### config.mk
export PLATFORM = sky130hd
export DESIGN_NAME = status_regs
export DESIGN_NICKNAME = d
export VERILOG_FILES = /design/src/rtl/status_pkg.sv /design/src/rtl/event_if.sv /design/src/rtl/event_latch.sv /design/src/rtl/status_regs.sv
export SDC_FILE = /design/constraint.sdc
export NUM_CORES = 1
export LEC_CHECK = 0
export BUFFER_PORTS_ARGS = -buffer_cell sky130_fd_sc_hd__buf_2
export CAP_MARGIN = 20
export CORE_MARGIN = 2
export CORE_UTILIZATION = 42
export CTS_BUF_LIST = sky130_fd_sc_hd__clkbuf_4 sky130_fd_sc_hd__clkbuf_8
export DETAILED_ROUTE_END_ITERATION = 12
export GPL_ROUTABILITY_DRIVEN = 0
export PLACE_DENSITY = 0.65
export SLEW_MARGIN = 5
export SYNTH_ARGS = -nofsm -noshare
export SYNTH_HDL_FRONTEND = slang
export SYNTH_SLANG_ARGS = --single-unit
### constraint.sdc
create_clock -name clk_in -period 1.2 [get_ports clk_in]
set_input_delay 0 -clock clk_in [delete_from_list [all_inputs] [get_ports clk_in]]
set_output_delay 0 -clock clk_in [all_outputs]
set_load 0.005 [all_outputs]
### src/rtl/status_pkg.sv
package status_pkg;

    localparam int WORD_W = 16;

    typedef enum logic [3:0] {
        CMD_OPER_COND_Q,
        CMD_OPER_MASK_SET,
        CMD_OPER_MASK_Q,
        CMD_OPER_EVENT_Q,
        CMD_PRESET,
        CMD_WARN_EVENT_Q,
        CMD_WARN_COND_Q,
        CMD_WARN_MASK_SET,
        CMD_WARN_MASK_Q
    } cmd_e;

    // operation bit positions
    localparam int OP_SEQUENCE_RUNNING = 14;
    localparam int OP_SEQUENCE_DONE = 12;
    localparam int OP_SAMPLE_DONE = 11;
    localparam int OP_CONST_CURRENT_ACTIVE = 10;
    localparam int OP_PULSE_DONE = 9;
    localparam int OP_CONST_VOLTAGE_ACTIVE = 8;
    localparam int OP_PULSE_ARMED = 6;
    localparam int OP_AWAITING_TRIGGER = 5;

    // warning bit positions
    localparam int WN_ABSORBING_LOAD_ENERGY = 14;
    localparam int WN_CURRENT_FAULT = 13;
    localparam int WN_VOLTAGE_FAULT = 12;
    localparam int WN_FOLLOWER_UNIT_FAULT = 6;
    localparam int WN_OVERTEMP_FAULT = 3;
    localparam int WN_CURRENT_MODE_FAULT = 1;
    localparam int WN_VOLTAGE_MODE_FAULT = 0;

    // which bits may latch into each event word
    localparam logic [WORD_W-1:0] OPER_LATCH_MASK = 16'h5F60;
    localparam logic [WORD_W-1:0] WARN_LATCH_MASK = 16'h3000;

    // preset and reset values of the masks
    localparam logic [WORD_W-1:0] OPER_MASK_PRESET = 16'h2001;
    localparam logic [WORD_W-1:0] WARN_MASK_PRESET = 16'h00FF;
    localparam logic [WORD_W-1:0] OPER_MASK_RESET = 16'h0000;
    localparam logic [WORD_W-1:0] WARN_MASK_RESET = 16'h0000;

    // status byte summary positions
    localparam int SB_OPER_SUMMARY = 7;
    localparam int SB_WARN_SUMMARY = 3;

endpackage

### src/rtl/event_if.sv
`timescale 1ns/10ps
`default_nettype none
interface event_if #(
    parameter int W = 16
);
    logic [W-1:0] cond;
    logic [W-1:0] mask;
    logic rd_clr;
    logic [W-1:0] events;
    logic summary;

    modport owner (output cond, output mask, output rd_clr, input events, input summary);
    modport latch (input cond, input mask, input rd_clr, output events, output summary);
endinterface
`default_nettype wire

### src/rtl/event_latch.sv
`timescale 1ns/10ps
`default_nettype none
module event_latch
    import status_pkg::*;
#(
    parameter int W = 16,
    parameter logic [W-1:0] LATCH_BITS = '1
) (
    input wire logic clk_in,   // system clock
    input wire logic rst_b_in, // synchronous reset, active low
    event_if.latch ev          // condition in, events out
);
    logic [W-1:0] cond_prev_q;
    logic [W-1:0] events_q;
    logic [W-1:0] rise;

    // a bit latches on the rising edge of its condition, only where allowed
    assign rise = ev.cond & ~cond_prev_q & LATCH_BITS;

    always_ff @(posedge clk_in) begin
        if (!rst_b_in) begin
            cond_prev_q <= '0;
        end else begin
            cond_prev_q <= ev.cond;
        end
    end

    // a fresh edge in the reading cycle survives the clear
    always_ff @(posedge clk_in) begin
        if (!rst_b_in) begin
            events_q <= '0;
        end else if (ev.rd_clr) begin
            events_q <= rise;
        end else begin
            events_q <= events_q | rise;
        end
    end

    assign ev.events = events_q;
    assign ev.summary = |(events_q & ev.mask);
endmodule
`default_nettype wire

### src/rtl/status_regs.sv
`timescale 1ns/10ps
`default_nettype none
module status_regs
    import status_pkg::*;
(
    input wire logic clk_in,                    // 200 MHz clock
    input wire logic rst_b_in,                  // synchronous reset, active low
    input wire logic cmd_valid_in,              // host command strobe
    input wire cmd_e cmd_code_in,               // command or query code
    input wire logic [WORD_W-1:0] cmd_data_in,  // integer for mask writes
    output logic rsp_valid_out,                 // query answer strobe
    output logic [WORD_W-1:0] rsp_data_out,     // query answer value
    output logic cmd_error_out,                 // unknown code strobe
    output logic [7:0] status_byte_out,         // summary bits 7 and 3
    input wire logic sequence_running_in,       // operation condition
    input wire logic sequence_done_in,          // operation condition
    input wire logic sample_done_in,            // operation condition
    input wire logic const_current_active_in,   // operation condition
    input wire logic pulse_done_in,             // operation condition
    input wire logic const_voltage_active_in,   // operation condition
    input wire logic pulse_armed_in,            // operation condition
    input wire logic awaiting_trigger_in,       // operation condition
    input wire logic absorbing_load_energy_in,  // warning condition
    input wire logic current_fault_in,          // warning condition
    input wire logic voltage_fault_in,          // warning condition
    input wire logic follower_unit_fault_in,    // warning condition
    input wire logic overtemp_fault_in,         // warning condition
    input wire logic current_mode_fault_in,     // warning condition
    input wire logic voltage_mode_fault_in      // warning condition
);
    typedef enum logic [0:0] {
        ST_IDLE,
        ST_ANSWER
    } rsp_state_e;

    event_if #(.W(WORD_W)) oper_ev ();
    event_if #(.W(WORD_W)) warn_ev ();

    logic [WORD_W-1:0] oper_cond_q;
    logic [WORD_W-1:0] warn_cond_q;
    logic [WORD_W-1:0] oper_cond_d;
    logic [WORD_W-1:0] warn_cond_d;
    logic [WORD_W-1:0] oper_mask_q;
    logic [WORD_W-1:0] warn_mask_q;
    logic [WORD_W-1:0] rsp_data_q;
    logic [WORD_W-1:0] rsp_data_d;
    logic rsp_valid_q;
    logic cmd_error_q;
    logic oper_sum_q;
    logic warn_sum_q;
    logic is_query;
    logic is_known;
    rsp_state_e state_q;
    rsp_state_e state_d;

    // true for codes that expect an answer
    function automatic logic query_code(input cmd_e c);
        case (c)
            CMD_OPER_COND_Q,
            CMD_OPER_MASK_Q,
            CMD_OPER_EVENT_Q,
            CMD_WARN_EVENT_Q,
            CMD_WARN_COND_Q,
            CMD_WARN_MASK_Q: query_code = 1'b1;
            default: query_code = 1'b0;
        endcase
    endfunction

    // true for every defined code
    function automatic logic known_code(input cmd_e c);
        case (c)
            CMD_OPER_MASK_SET,
            CMD_WARN_MASK_SET,
            CMD_PRESET: known_code = 1'b1;
            default: known_code = query_code(c);
        endcase
    endfunction

    assign is_query = cmd_valid_in && query_code(cmd_code_in);
    assign is_known = known_code(cmd_code_in);

    // assemble live condition words; unused bits stay zero
    always_comb begin
        oper_cond_d = '0;
        oper_cond_d[OP_SEQUENCE_RUNNING] = sequence_running_in;
        oper_cond_d[OP_SEQUENCE_DONE] = sequence_done_in;
        oper_cond_d[OP_SAMPLE_DONE] = sample_done_in;
        oper_cond_d[OP_CONST_CURRENT_ACTIVE] = const_current_active_in;
        oper_cond_d[OP_PULSE_DONE] = pulse_done_in;
        oper_cond_d[OP_CONST_VOLTAGE_ACTIVE] = const_voltage_active_in;
        oper_cond_d[OP_PULSE_ARMED] = pulse_armed_in;
        oper_cond_d[OP_AWAITING_TRIGGER] = awaiting_trigger_in;
    end

    always_comb begin
        warn_cond_d = '0;
        warn_cond_d[WN_ABSORBING_LOAD_ENERGY] = absorbing_load_energy_in;
        warn_cond_d[WN_CURRENT_FAULT] = current_fault_in;
        warn_cond_d[WN_VOLTAGE_FAULT] = voltage_fault_in;
        warn_cond_d[WN_FOLLOWER_UNIT_FAULT] = follower_unit_fault_in;
        warn_cond_d[WN_OVERTEMP_FAULT] = overtemp_fault_in;
        // both mode faults may stand together while settling
        warn_cond_d[WN_CURRENT_MODE_FAULT] = current_mode_fault_in;
        warn_cond_d[WN_VOLTAGE_MODE_FAULT] = voltage_mode_fault_in;
    end

    // condition words follow the inputs every cycle, never latched
    always_ff @(posedge clk_in) begin
        if (!rst_b_in) begin
            oper_cond_q <= '0;
            warn_cond_q <= '0;
        end else begin
            oper_cond_q <= oper_cond_d;
            warn_cond_q <= warn_cond_d;
        end
    end

    // operation mask: write, preset
    always_ff @(posedge clk_in) begin
        if (!rst_b_in) begin
            oper_mask_q <= OPER_MASK_RESET;
        end else if (cmd_valid_in && cmd_code_in == CMD_PRESET) begin
            oper_mask_q <= OPER_MASK_PRESET;
        end else if (cmd_valid_in && cmd_code_in == CMD_OPER_MASK_SET) begin
            oper_mask_q <= cmd_data_in;
        end
    end

    // warning mask: write, preset
    always_ff @(posedge clk_in) begin
        if (!rst_b_in) begin
            warn_mask_q <= WARN_MASK_RESET;
        end else if (cmd_valid_in && cmd_code_in == CMD_PRESET) begin
            warn_mask_q <= WARN_MASK_PRESET;
        end else if (cmd_valid_in && cmd_code_in == CMD_WARN_MASK_SET) begin
            warn_mask_q <= cmd_data_in;
        end
    end

    assign oper_ev.cond = oper_cond_q;
    assign oper_ev.mask = oper_mask_q;
    assign oper_ev.rd_clr = cmd_valid_in && cmd_code_in == CMD_OPER_EVENT_Q;
    assign warn_ev.cond = warn_cond_q;
    assign warn_ev.mask = warn_mask_q;
    assign warn_ev.rd_clr = cmd_valid_in && cmd_code_in == CMD_WARN_EVENT_Q;

    event_latch #(
        .W(WORD_W),
        .LATCH_BITS(OPER_LATCH_MASK)
    ) u_oper_latch (
        .clk_in(clk_in),
        .rst_b_in(rst_b_in),
        .ev(oper_ev)
    );

    event_latch #(
        .W(WORD_W),
        .LATCH_BITS(WARN_LATCH_MASK)
    ) u_warn_latch (
        .clk_in(clk_in),
        .rst_b_in(rst_b_in),
        .ev(warn_ev)
    );

    // answer value, taken in the cycle the query arrives
    always_comb begin
        case (cmd_code_in)
            CMD_OPER_COND_Q: rsp_data_d = oper_cond_q;
            CMD_OPER_MASK_Q: rsp_data_d = oper_mask_q;
            CMD_OPER_EVENT_Q: rsp_data_d = oper_ev.events;
            CMD_WARN_EVENT_Q: rsp_data_d = warn_ev.events;
            CMD_WARN_COND_Q: rsp_data_d = warn_cond_q;
            CMD_WARN_MASK_Q: rsp_data_d = warn_mask_q;
            default: rsp_data_d = rsp_data_q;
        endcase
    end

    always_comb begin
        case (state_q)
            ST_IDLE: state_d = is_query ? ST_ANSWER : ST_IDLE;
            ST_ANSWER: state_d = is_query ? ST_ANSWER : ST_IDLE;
            default: state_d = ST_IDLE;
        endcase
    end

    always_ff @(posedge clk_in) begin
        if (!rst_b_in) begin
            state_q <= ST_IDLE;
        end else begin
            state_q <= state_d;
        end
    end

    always_ff @(posedge clk_in) begin
        if (!rst_b_in) begin
            rsp_data_q <= '0;
        end else if (is_query) begin
            rsp_data_q <= rsp_data_d;
        end
    end

    always_ff @(posedge clk_in) begin
        if (!rst_b_in) begin
            cmd_error_q <= 1'b0;
        end else begin
            cmd_error_q <= cmd_valid_in && !is_known;
        end
    end

    // summary bits registered so the status byte comes from flip-flops
    always_ff @(posedge clk_in) begin
        if (!rst_b_in) begin
            oper_sum_q <= 1'b0;
            warn_sum_q <= 1'b0;
        end else begin
            oper_sum_q <= oper_ev.summary;
            warn_sum_q <= warn_ev.summary;
        end
    end

    assign rsp_valid_q = (state_q == ST_ANSWER);
    assign rsp_valid_out = rsp_valid_q;
    assign rsp_data_out = rsp_data_q;
    assign cmd_error_out = cmd_error_q;

    always_comb begin
        status_byte_out = 8'h00;
        status_byte_out[SB_OPER_SUMMARY] = oper_sum_q;
        status_byte_out[SB_WARN_SUMMARY] = warn_sum_q;
    end
endmodule
`default_nettype wire

Word level (Yosys, flattened, before mapping). Index checks and enable logic that the tools add are counted.

Flip-flop bits (word level): 128. Bits of input ports: 38. Output and inout bits: 26. Logic and storage cells: 64.

Equal/unequal tests: 8. Muxes and demuxes: 10. Bitwise logic cells: 9. Reductions and logical operators: 20.

Operators with widths (count): case mux 16 bit (6 select lines) (1); 2-to-1 mux 14 bit (3); bitwise AND 16 bit (2); OR reduction 16 bit (2); == test 4 x 3 -> 1 bit, second input constant (4); 2-to-1 mux 8 bit (2); bitwise OR 16 x 14 -> 16 bit (1); bitwise OR 16 x 15 -> 16 bit (1); bitwise AND 15 bit (1); 2-to-1 mux 15 bit (1); NOT 15 bit (1); bitwise AND 14 bit (1); NOT 14 bit (1); == test 4 x 2 -> 1 bit, second input constant (2); logical AND 1 bit (7); nonzero test 6 bit (1); OR reduction 2 bit (3); OR reduction 6 bit (1); == test 4 x 1 -> 1 bit, second input constant (1); == test 4 bit, second input constant (1); zero test 4 bit (1); nonzero test 2 bit (2); 2-to-1 mux 1 bit (3); OR reduction 3 bit (1); 3 further kinds (3).

Depth between registers and ports, before layout. Gate-level depths: netlist (run 1).

Depth in word-level cells: 6. Mapped depth: 7. Gate-level depth less buffers: 4.

Hierarchy. Synthesis (run 1) repeated with hierarchy kept, for this count alone.

Cells, all modules: 437. Area total of the unflattened synthesis: 3977.6 um^2.

By module, submodules not included: status_regs (times used 1, cells an instance 346, area each 3037.9 um^2, sequential area each 1341.3 um^2); event_latch at u_oper_latch (times used 1, cells an instance 63, area each 681.9 um^2, sequential area each 320.3 um^2); event_latch at u_warn_latch (times used 1, cells an instance 28, area each 257.7 um^2, sequential area each 80.1 um^2).

Worst setup path after synthesis (run 1). OpenSTA, ideal clock, no wires.

Kind: in2reg. Start: input port cmd_code_in[2]. End: register rsp_data_q[2] (netlist: rsp_data_out[2]). Setup time: 0.121 ns. Data arrival time: 1.085 ns. Data required time: 1.079 ns. Path slack: -0.007 ns. Stages: 7. Path buffers: 3. Path through: buf_2 or3_4 o211ai_4 and2_1 buf_4 buf_6 o21ai_0.

Cells in the longest elaborated chain, start to end: 5. Elaborated cells between the ends (all ways): 12. Those cells by class: eq/ne: 5; mux: 2; reduce/logical: 5.

RTL lines: from (decl) (RTL line status_regs.sv:9) `input wire cmd_e cmd_code_in,`; == test 4 x 2 -> 1 bit, or another cell as far along (RTL line status_regs.sv:58, status_regs.sv:167); OR reduction 6 bit (RTL line status_regs.sv:58) `case (c)`; 2-to-1 mux 1 bit (RTL line status_regs.sv:58); logical AND 1 bit (RTL line status_regs.sv:79) `assign is_query = cmd_valid_in && query_code(cmd_code_in);`; AND reduction 2 bit (no source line); to (signal assigned) (RTL line status_regs.sv:198) `rsp_data_q <= rsp_data_d;`; to (decl) (RTL line status_regs.sv:45) `logic [WORD_W-1:0] rsp_data_q;`.

Several ways; a longest one is shown, not always the timed one. A chain may end at the register's enable or synchronous reset.

Final worst setup path (run 1).
Start: register oper_mask_q[6] (netlist: oper_ev.mask[6]). End: register rsp_data_q[6] (netlist: rsp_data_out[6]).

Cells in the longest elaborated chain, start to end: 1.

RTL lines: from (decl) (RTL line status_regs.sv:43) `logic [WORD_W-1:0] oper_mask_q;`; from (signal assigned) (RTL line status_regs.sv:125) `oper_mask_q <= cmd_data_in;`; case mux 16 bit (6 select lines) (RTL line status_regs.sv:167) `case (cmd_code_in)`.

No other way between the ends.

==> flow_summary.ini, run 1 <==
[cells_and_area]
fillers = 749
layout-drive-gt1-share = 0.307
n_antenna_cell = 0
regArea_um2 = 1750
mostFrequentLayoutCell = dfxtp_1
fin_area_um2 = 4870
area_growth_pct = 37.4
multiInputGateArea_um2 = 1620
num-nets-final = 551
layout_common_cells = 81 x dfxtp_1, 80 x nand2_1, 57 x buf_2
final_util = 0.595

[floorplanning]
dieArea_um2 = 9180
top_level_ports = 64
die_x_um = 95.8
num_rows = 33
core-area_um2 = 8180
start_util = 0.433
die_y_um = 95.8

[critical_path]
r2r_slack_ps = -10
rr_startpoint = oper_ev.mask[6]$_SDFFE_PP0P_
end_kind = flop
critPathLaunchType = flop
r2r_cells = 4
r2r_end = rsp_data_out[6]$_SDFFE_PN0P_
cp.required_ps = 1460
arrival_ps = 1470
critPathMaxFanout = 2
worst-setup-path-type = reg2reg

[yosys]
async_flop_share = 0
synth_cell_types = 44
yosysSeqAreaShare = 0.492
ys_ff_latch = 87
ys_warn_count = 0
netlist_area_um2 = 3540
syn_area_per_cell_um2 = 9.03
ys.flop_type = dfxtp_1
synthCells = 392
synth-edff-count = 0

[grt]
antenna_found_initial = 0
grt_pass1_vias = 3177
grt_max_degree = 24
grt_pass1_wl_um = 15500
overflow = 0
grt_usage = 0.223

[cts]
cts_tree = built
clkLatencyLatePin_ps = 360
htree_num_levels = 3
cts.clk_slew.worst_paths_ps = 90
clock-sinks = 87
cts_buffer_depth = 2
cts_inserted_buffers = 9
clock-root-buffer = clkbuf_8

[power]
ir_worst_vdd_mv = 0.755
cellPowerDensity_nw_per_um2 = 1270
leakage_uw = 0.00205

[route]
drtPass1Iterations = 4
routedWlPerCell_um = 15.5
drc_errors = 0
via_per_inst = 5.21
finalWirelength_um = 9640
dr_total_vias = 3245
drtAntennaViolNets = 0
drt_iter0_drc = 159

[hold_path]
holdCritStartpoint = rst_b_in
hold_class = in2reg
min_delay_worst_endpoint = rsp_data_out[13]$_SDFFE_PN0P_
holdPathStages = 3

[outcome]
outcome = finished with violations
violations = negative setup slack

[timing]
rsz0062_at_grt = true
fin_crit_ps = 1210
skew_ps = 6.91
worst_slack_ps = -12.5
max_freq_mhz = 825
report.final.slew_viol_count = 0
setup_viol = 1
hold_viol = 0
finalCritPeriodShare = 1.01

[placement]
port_buffers = 57
dp_hpwl_um = 6850
place_area_um2 = 4230

[run]
drv_cap = 0
[stage by stage]
| stage | std cells | setup WS (ps) | setup TNS (ps) | hold slack, ps | power (uW) |
|---|---|---|---|---|---|
| final | 623 | -12.5 | -12.5 | 117 | 6200 |
| after global routing | 623 | -49.8 | -90.8 | 117 | 6450 |
| after CTS | 623 | 2.86 | 0 | 102 | 6230 |
| after detailed placement | 572 | -120 | -1370 | 210 | 3780 |
| after global placement | 572 | -88.2 | -1170 | 205 | 3770 |
| after floorplan | 397 | -2.50 | -10.0 | 127 | 3470 |
[registers in the layout (all words and copies together) (netlist names)]
| register | count |
|---|---|
| oper_sum_q | 1 |
| u_warn_latch.cond_prev_q | 2 |
| warn_cond_q | 7 |
| oper_cond_q | 8 |
| warn_ev.mask | 16 |
| rsp_valid_out | 1 |
| cmd_error_out | 1 |
| u_oper_latch.cond_prev_q | 8 |
| oper_ev.mask | 16 |
| warn_sum_q | 1 |
| u_oper_latch.ev.events | 8 |
| u_warn_latch.ev.events | 2 |
| rsp_data_out | 16 |
[per-layer routing]
metal,vias up,GRT usage,routed length (um)
met5,-,0,0
met2,97,0.392,4760
met3,24,0.0384,511
met4,0,0.107,298
li1,1598,-,-
met1,1526,0.263,4070
[cells by family (layout without fill, tap and decap cells)]
logic type             count (synthesis)  after routing  synth area share
multiplexers                          10             10            0.0318
flip-flops                            87             87             0.492
AO/OA/AOI/OAI                        105            105             0.212
other                                  1              6           0.00106
AND/OR/NAND/NOR                      139            139             0.192
XOR/XNOR                               1              1           0.00247
buffers and inverters                 49            170            0.0685
[where the power goes]
part	switching, uW	internal (uW)
Clock	1060	1320
Sequential	69.2	3010
Combinational	356	394
Total	1480	4720
[cells in the mapped netlist (8+ instances only)]
cell type | instances | area (um2)
mux2_2 | 10 | 113
buf_2 | 11 | 55.1
inv_1 | 12 | 45.0
buf_4 | 10 | 75.1
and2_1 | 20 | 125
clkbuf_1 | 15 | 56.3
nor2_1 | 11 | 41.3
dfxtp_1 | 87 | 1740
a21oi_1 | 30 | 150
o21ai_0 | 10 | 50.1
nor2b_1 | 8 | 50.1
a31oi_1 | 11 | 68.8
nand2_1 | 80 | 300
a22oi_1 | 15 | 113
[layout make-up]
type,count,area share
Clock buffer,12,0.0327
Multi-Input combinational cell,261,0.333
Sequential cell,87,0.359
Timing Repair Buffer,142,0.223
Inverter,12,0.00926
Clock inverter,4,0.0157
Tap cell,105,0.0270
[critical path, cell delays in order, from the launching register on]
cell and delay (ps):
dfxtp_2 340, mux2_4 270, a22oi_2 150, o211ai_1 110, o221a_2 240
[what timing repair did]
action | 4_1_cts | 5_1_grt
hold buffers | 35 | 0
hold endpoints to repair | 49 | 0
pin swaps | 0 | 4
endpoints found under the setup margin | 2 | 7
gates resized for setup | 3 | 12
setup buffers | 0 | 0
gates cloned | 0 | 0
[worst max-delay path by stage]
stage                                       from                           end  depth (start not counted)
floorplan                         cmd_code_in[2]  rsp_data_out[2]$_SDFFE_PN0P_                          7
global placement                  cmd_code_in[1]  rsp_data_out[8]$_SDFFE_PN0P_                          6
detailed placement                cmd_code_in[1]  rsp_data_out[8]$_SDFFE_PN0P_                          6
CTS                    warn_cond_q[6]$_SDFF_PN0_  rsp_data_out[6]$_SDFFE_PN0P_                          4
global route           warn_cond_q[6]$_SDFF_PN0_  rsp_data_out[6]$_SDFFE_PN0P_                          4
finish              oper_ev.mask[6]$_SDFFE_PP0P_  rsp_data_out[6]$_SDFFE_PN0P_                          4
Note: power is estimated with default switching activity, not from simulation.
==> inputs of run 2 (changes only) <==
Settings changed: CORE_MARGIN 2 to unset.
==> flow_summary.ini, run 2 (synthesis gave the netlist of run 1 again) <==
[floorplanning]
num_rows = 33
die_y_um = 93.8
top_level_ports = 64
dieArea_um2 = 8800
core-area_um2 = 8180
start_util = 0.433
die_x_um = 93.8

[grt]
grt_max_degree = 24
antenna_found_initial = 0
grt_pass1_vias = 3146
grt_usage = 0.224
grt_pass1_wl_um = 15100
overflow = 0

[cells_and_area]
area_growth_pct = 35.6
fin_area_um2 = 4800
n_antenna_cell = 0
num-nets-final = 549
layout_common_cells = 84 x dfxtp_1, 80 x nand2_1, 57 x buf_2
fillers = 733
finalNonFillerCells = 621
layout-drive-gt1-share = 0.306
mostFrequentLayoutCell = dfxtp_1

[critical_path]
critPathLaunchType = flop
arrival_ps = 1430
crit_chain = mux2_2 -> a22oi_2 -> o2111ai_2 -> o211a_1
critPathBufInv = 0
max_stage_delay_ps = 340
critPathTopFamily = compound AO/OA/AOI/OAI gates
worst-setup-path-type = reg2reg
critPathMaxFanout = 3
cp.depth = 4
crit_path_top_delay_cell = dfxtp_1
end_kind = flop
cp.required_ps = 1450
r2r_cells = 4

[power]
p_total_uw = 5820
p_clk_frac = 0.345
cellPowerDensity_nw_per_um2 = 1210
p_sw_frac = 0.251
p_switching_uw = 1460
p_comb_frac = 0.127
intPower_uw = 4360
p_seq_frac = 0.528
leakage_uw = 0.00201
ir_worst_vdd_mv = 0.712

[hold_path]
holdPathStages = 3
hold_class = in2reg

[outcome]
outcome = finished, final reports clean

[timing]
report.final.slew_viol_count = 0
finalCritPeriodShare = 0.985
max_freq_mhz = 846
skew_ps = 7.33
fin_hold_ws_ps = 135
setup_viol = 0
fin_crit_ps = 1180
rsz0062_at_grt = true
setup-tns-final_ps = 0
hold_viol = 0

[placement]
dp.cells = 573
port_buffers = 57
place_area_um2 = 4230
dp_hpwl_um = 6570

[run]
drv_cap = 0

[route]
via_per_inst = 5.14
dr_total_vias = 3190
routedWlPerCell_um = 14.9
drtPass1Iterations = 4
drc_errors = 0
drt_iter0_drc = 150
drtAntennaViolNets = 0
finalWirelength_um = 9260

[cts]
cts.clk_slew.worst_paths_ps = 80
cts_buffer_depth = 2
clock-root-buffer = clkbuf_8
cts_tree = built
htree_num_levels = 3
post_cts_buffers = 0
cts_inserted_buffers = 9
clock-sinks = 87
clkLatencyLatePin_ps = 350
==> run 2: cell count changes in the layout (fill, tap and decap cells not counted), moves of 2 or more <==
cell | previous run | this run
clkbuf_8 | 11 | 9
o2111ai_2 | 0 | 2
dlygate4sd3_1 | 35 | 32
clkinv_2 | 0 | 2
dfxtp_1 | 81 | 84
o2111ai_1 | 7 | 5
buf_4 | 44 | 46
dfxtp_2 | 6 | 3
==> run 2: per-stage QoR <==
stage,utilization,setup slack (ps)
floorplan,-,-2.50
global placement,0.517,-76.9
detailed placement,0.517,-120
CTS,0.582,-5.74
global route,0.587,-29.6
finish,0.587,17.5
==> run 2: repair_timing <==
action | 4_1_cts | 5_1_grt
hold buffers | 32 | 0
endpoints found under the setup margin | 4 | 7
pin swaps | 0 | 5
resized for setup | 3 | 11
gates cloned | 0 | 0
hold endpoints to repair | 48 | 0
==> run 2: power groups by stage <==
stage	clock network [uW]	logic, uW	registers [uW]
2_1_floorplan	0	355	3120
3_3_place_gp	0	629	3130
3_5_place_dp	0	641	3140
4_1_cts	2060	727	3070
5_1_grt	2180	813	3080
6_report	2000	741	3070
==> run 2: area by class of cell <==
| cell class | count | area [um2] | share of cell area |
|---|---|---|---|
| multi-input combinational | 261 | 1630 | 0.340 |
| sequential | 87 | 1750 | 0.363 |
| inverter | 12 | 45.0 | 0.00938 |
| clock inverter | 7 | 72.6 | 0.0151 |
| tap | 105 | 131 | 0.0274 |
| clock buffer | 9 | 124 | 0.0258 |
| timing repair buffer | 140 | 1050 | 0.219 |
==> run 2: final timing paths <==
check | start | to | slack [ps]
max | warn_cond_q[12]$_SDFF_PN0_ | rsp_data_out[12]$_SDFFE_PN0P_ | 20
max reg2reg | warn_cond_q[12]$_SDFF_PN0_ | rsp_data_out[12]$_SDFFE_PN0P_ | 20
min reg2reg | u_oper_latch.cond_prev_q[11]$_SDFF_PN0_ | u_oper_latch.ev.events[11]$_SDFF_PN0_ | 420
min | cmd_code_in[3] | cmd_error_out$_SDFF_PN0_ | 130
==> run 2: routing by layer <==
layer,global-route usage,routed length (um),vias to the layer above
met5,0,0,-
met4,0.0692,174,0
met3,0.0502,281,17
met2,0.406,4780,64
met1,0.260,4020,1518
li1,-,-,1591
==> run 2: tightest hold or removal path: stages <==
cell,delay [ps]
buf_2,160
buf_4,130
and4_1,160
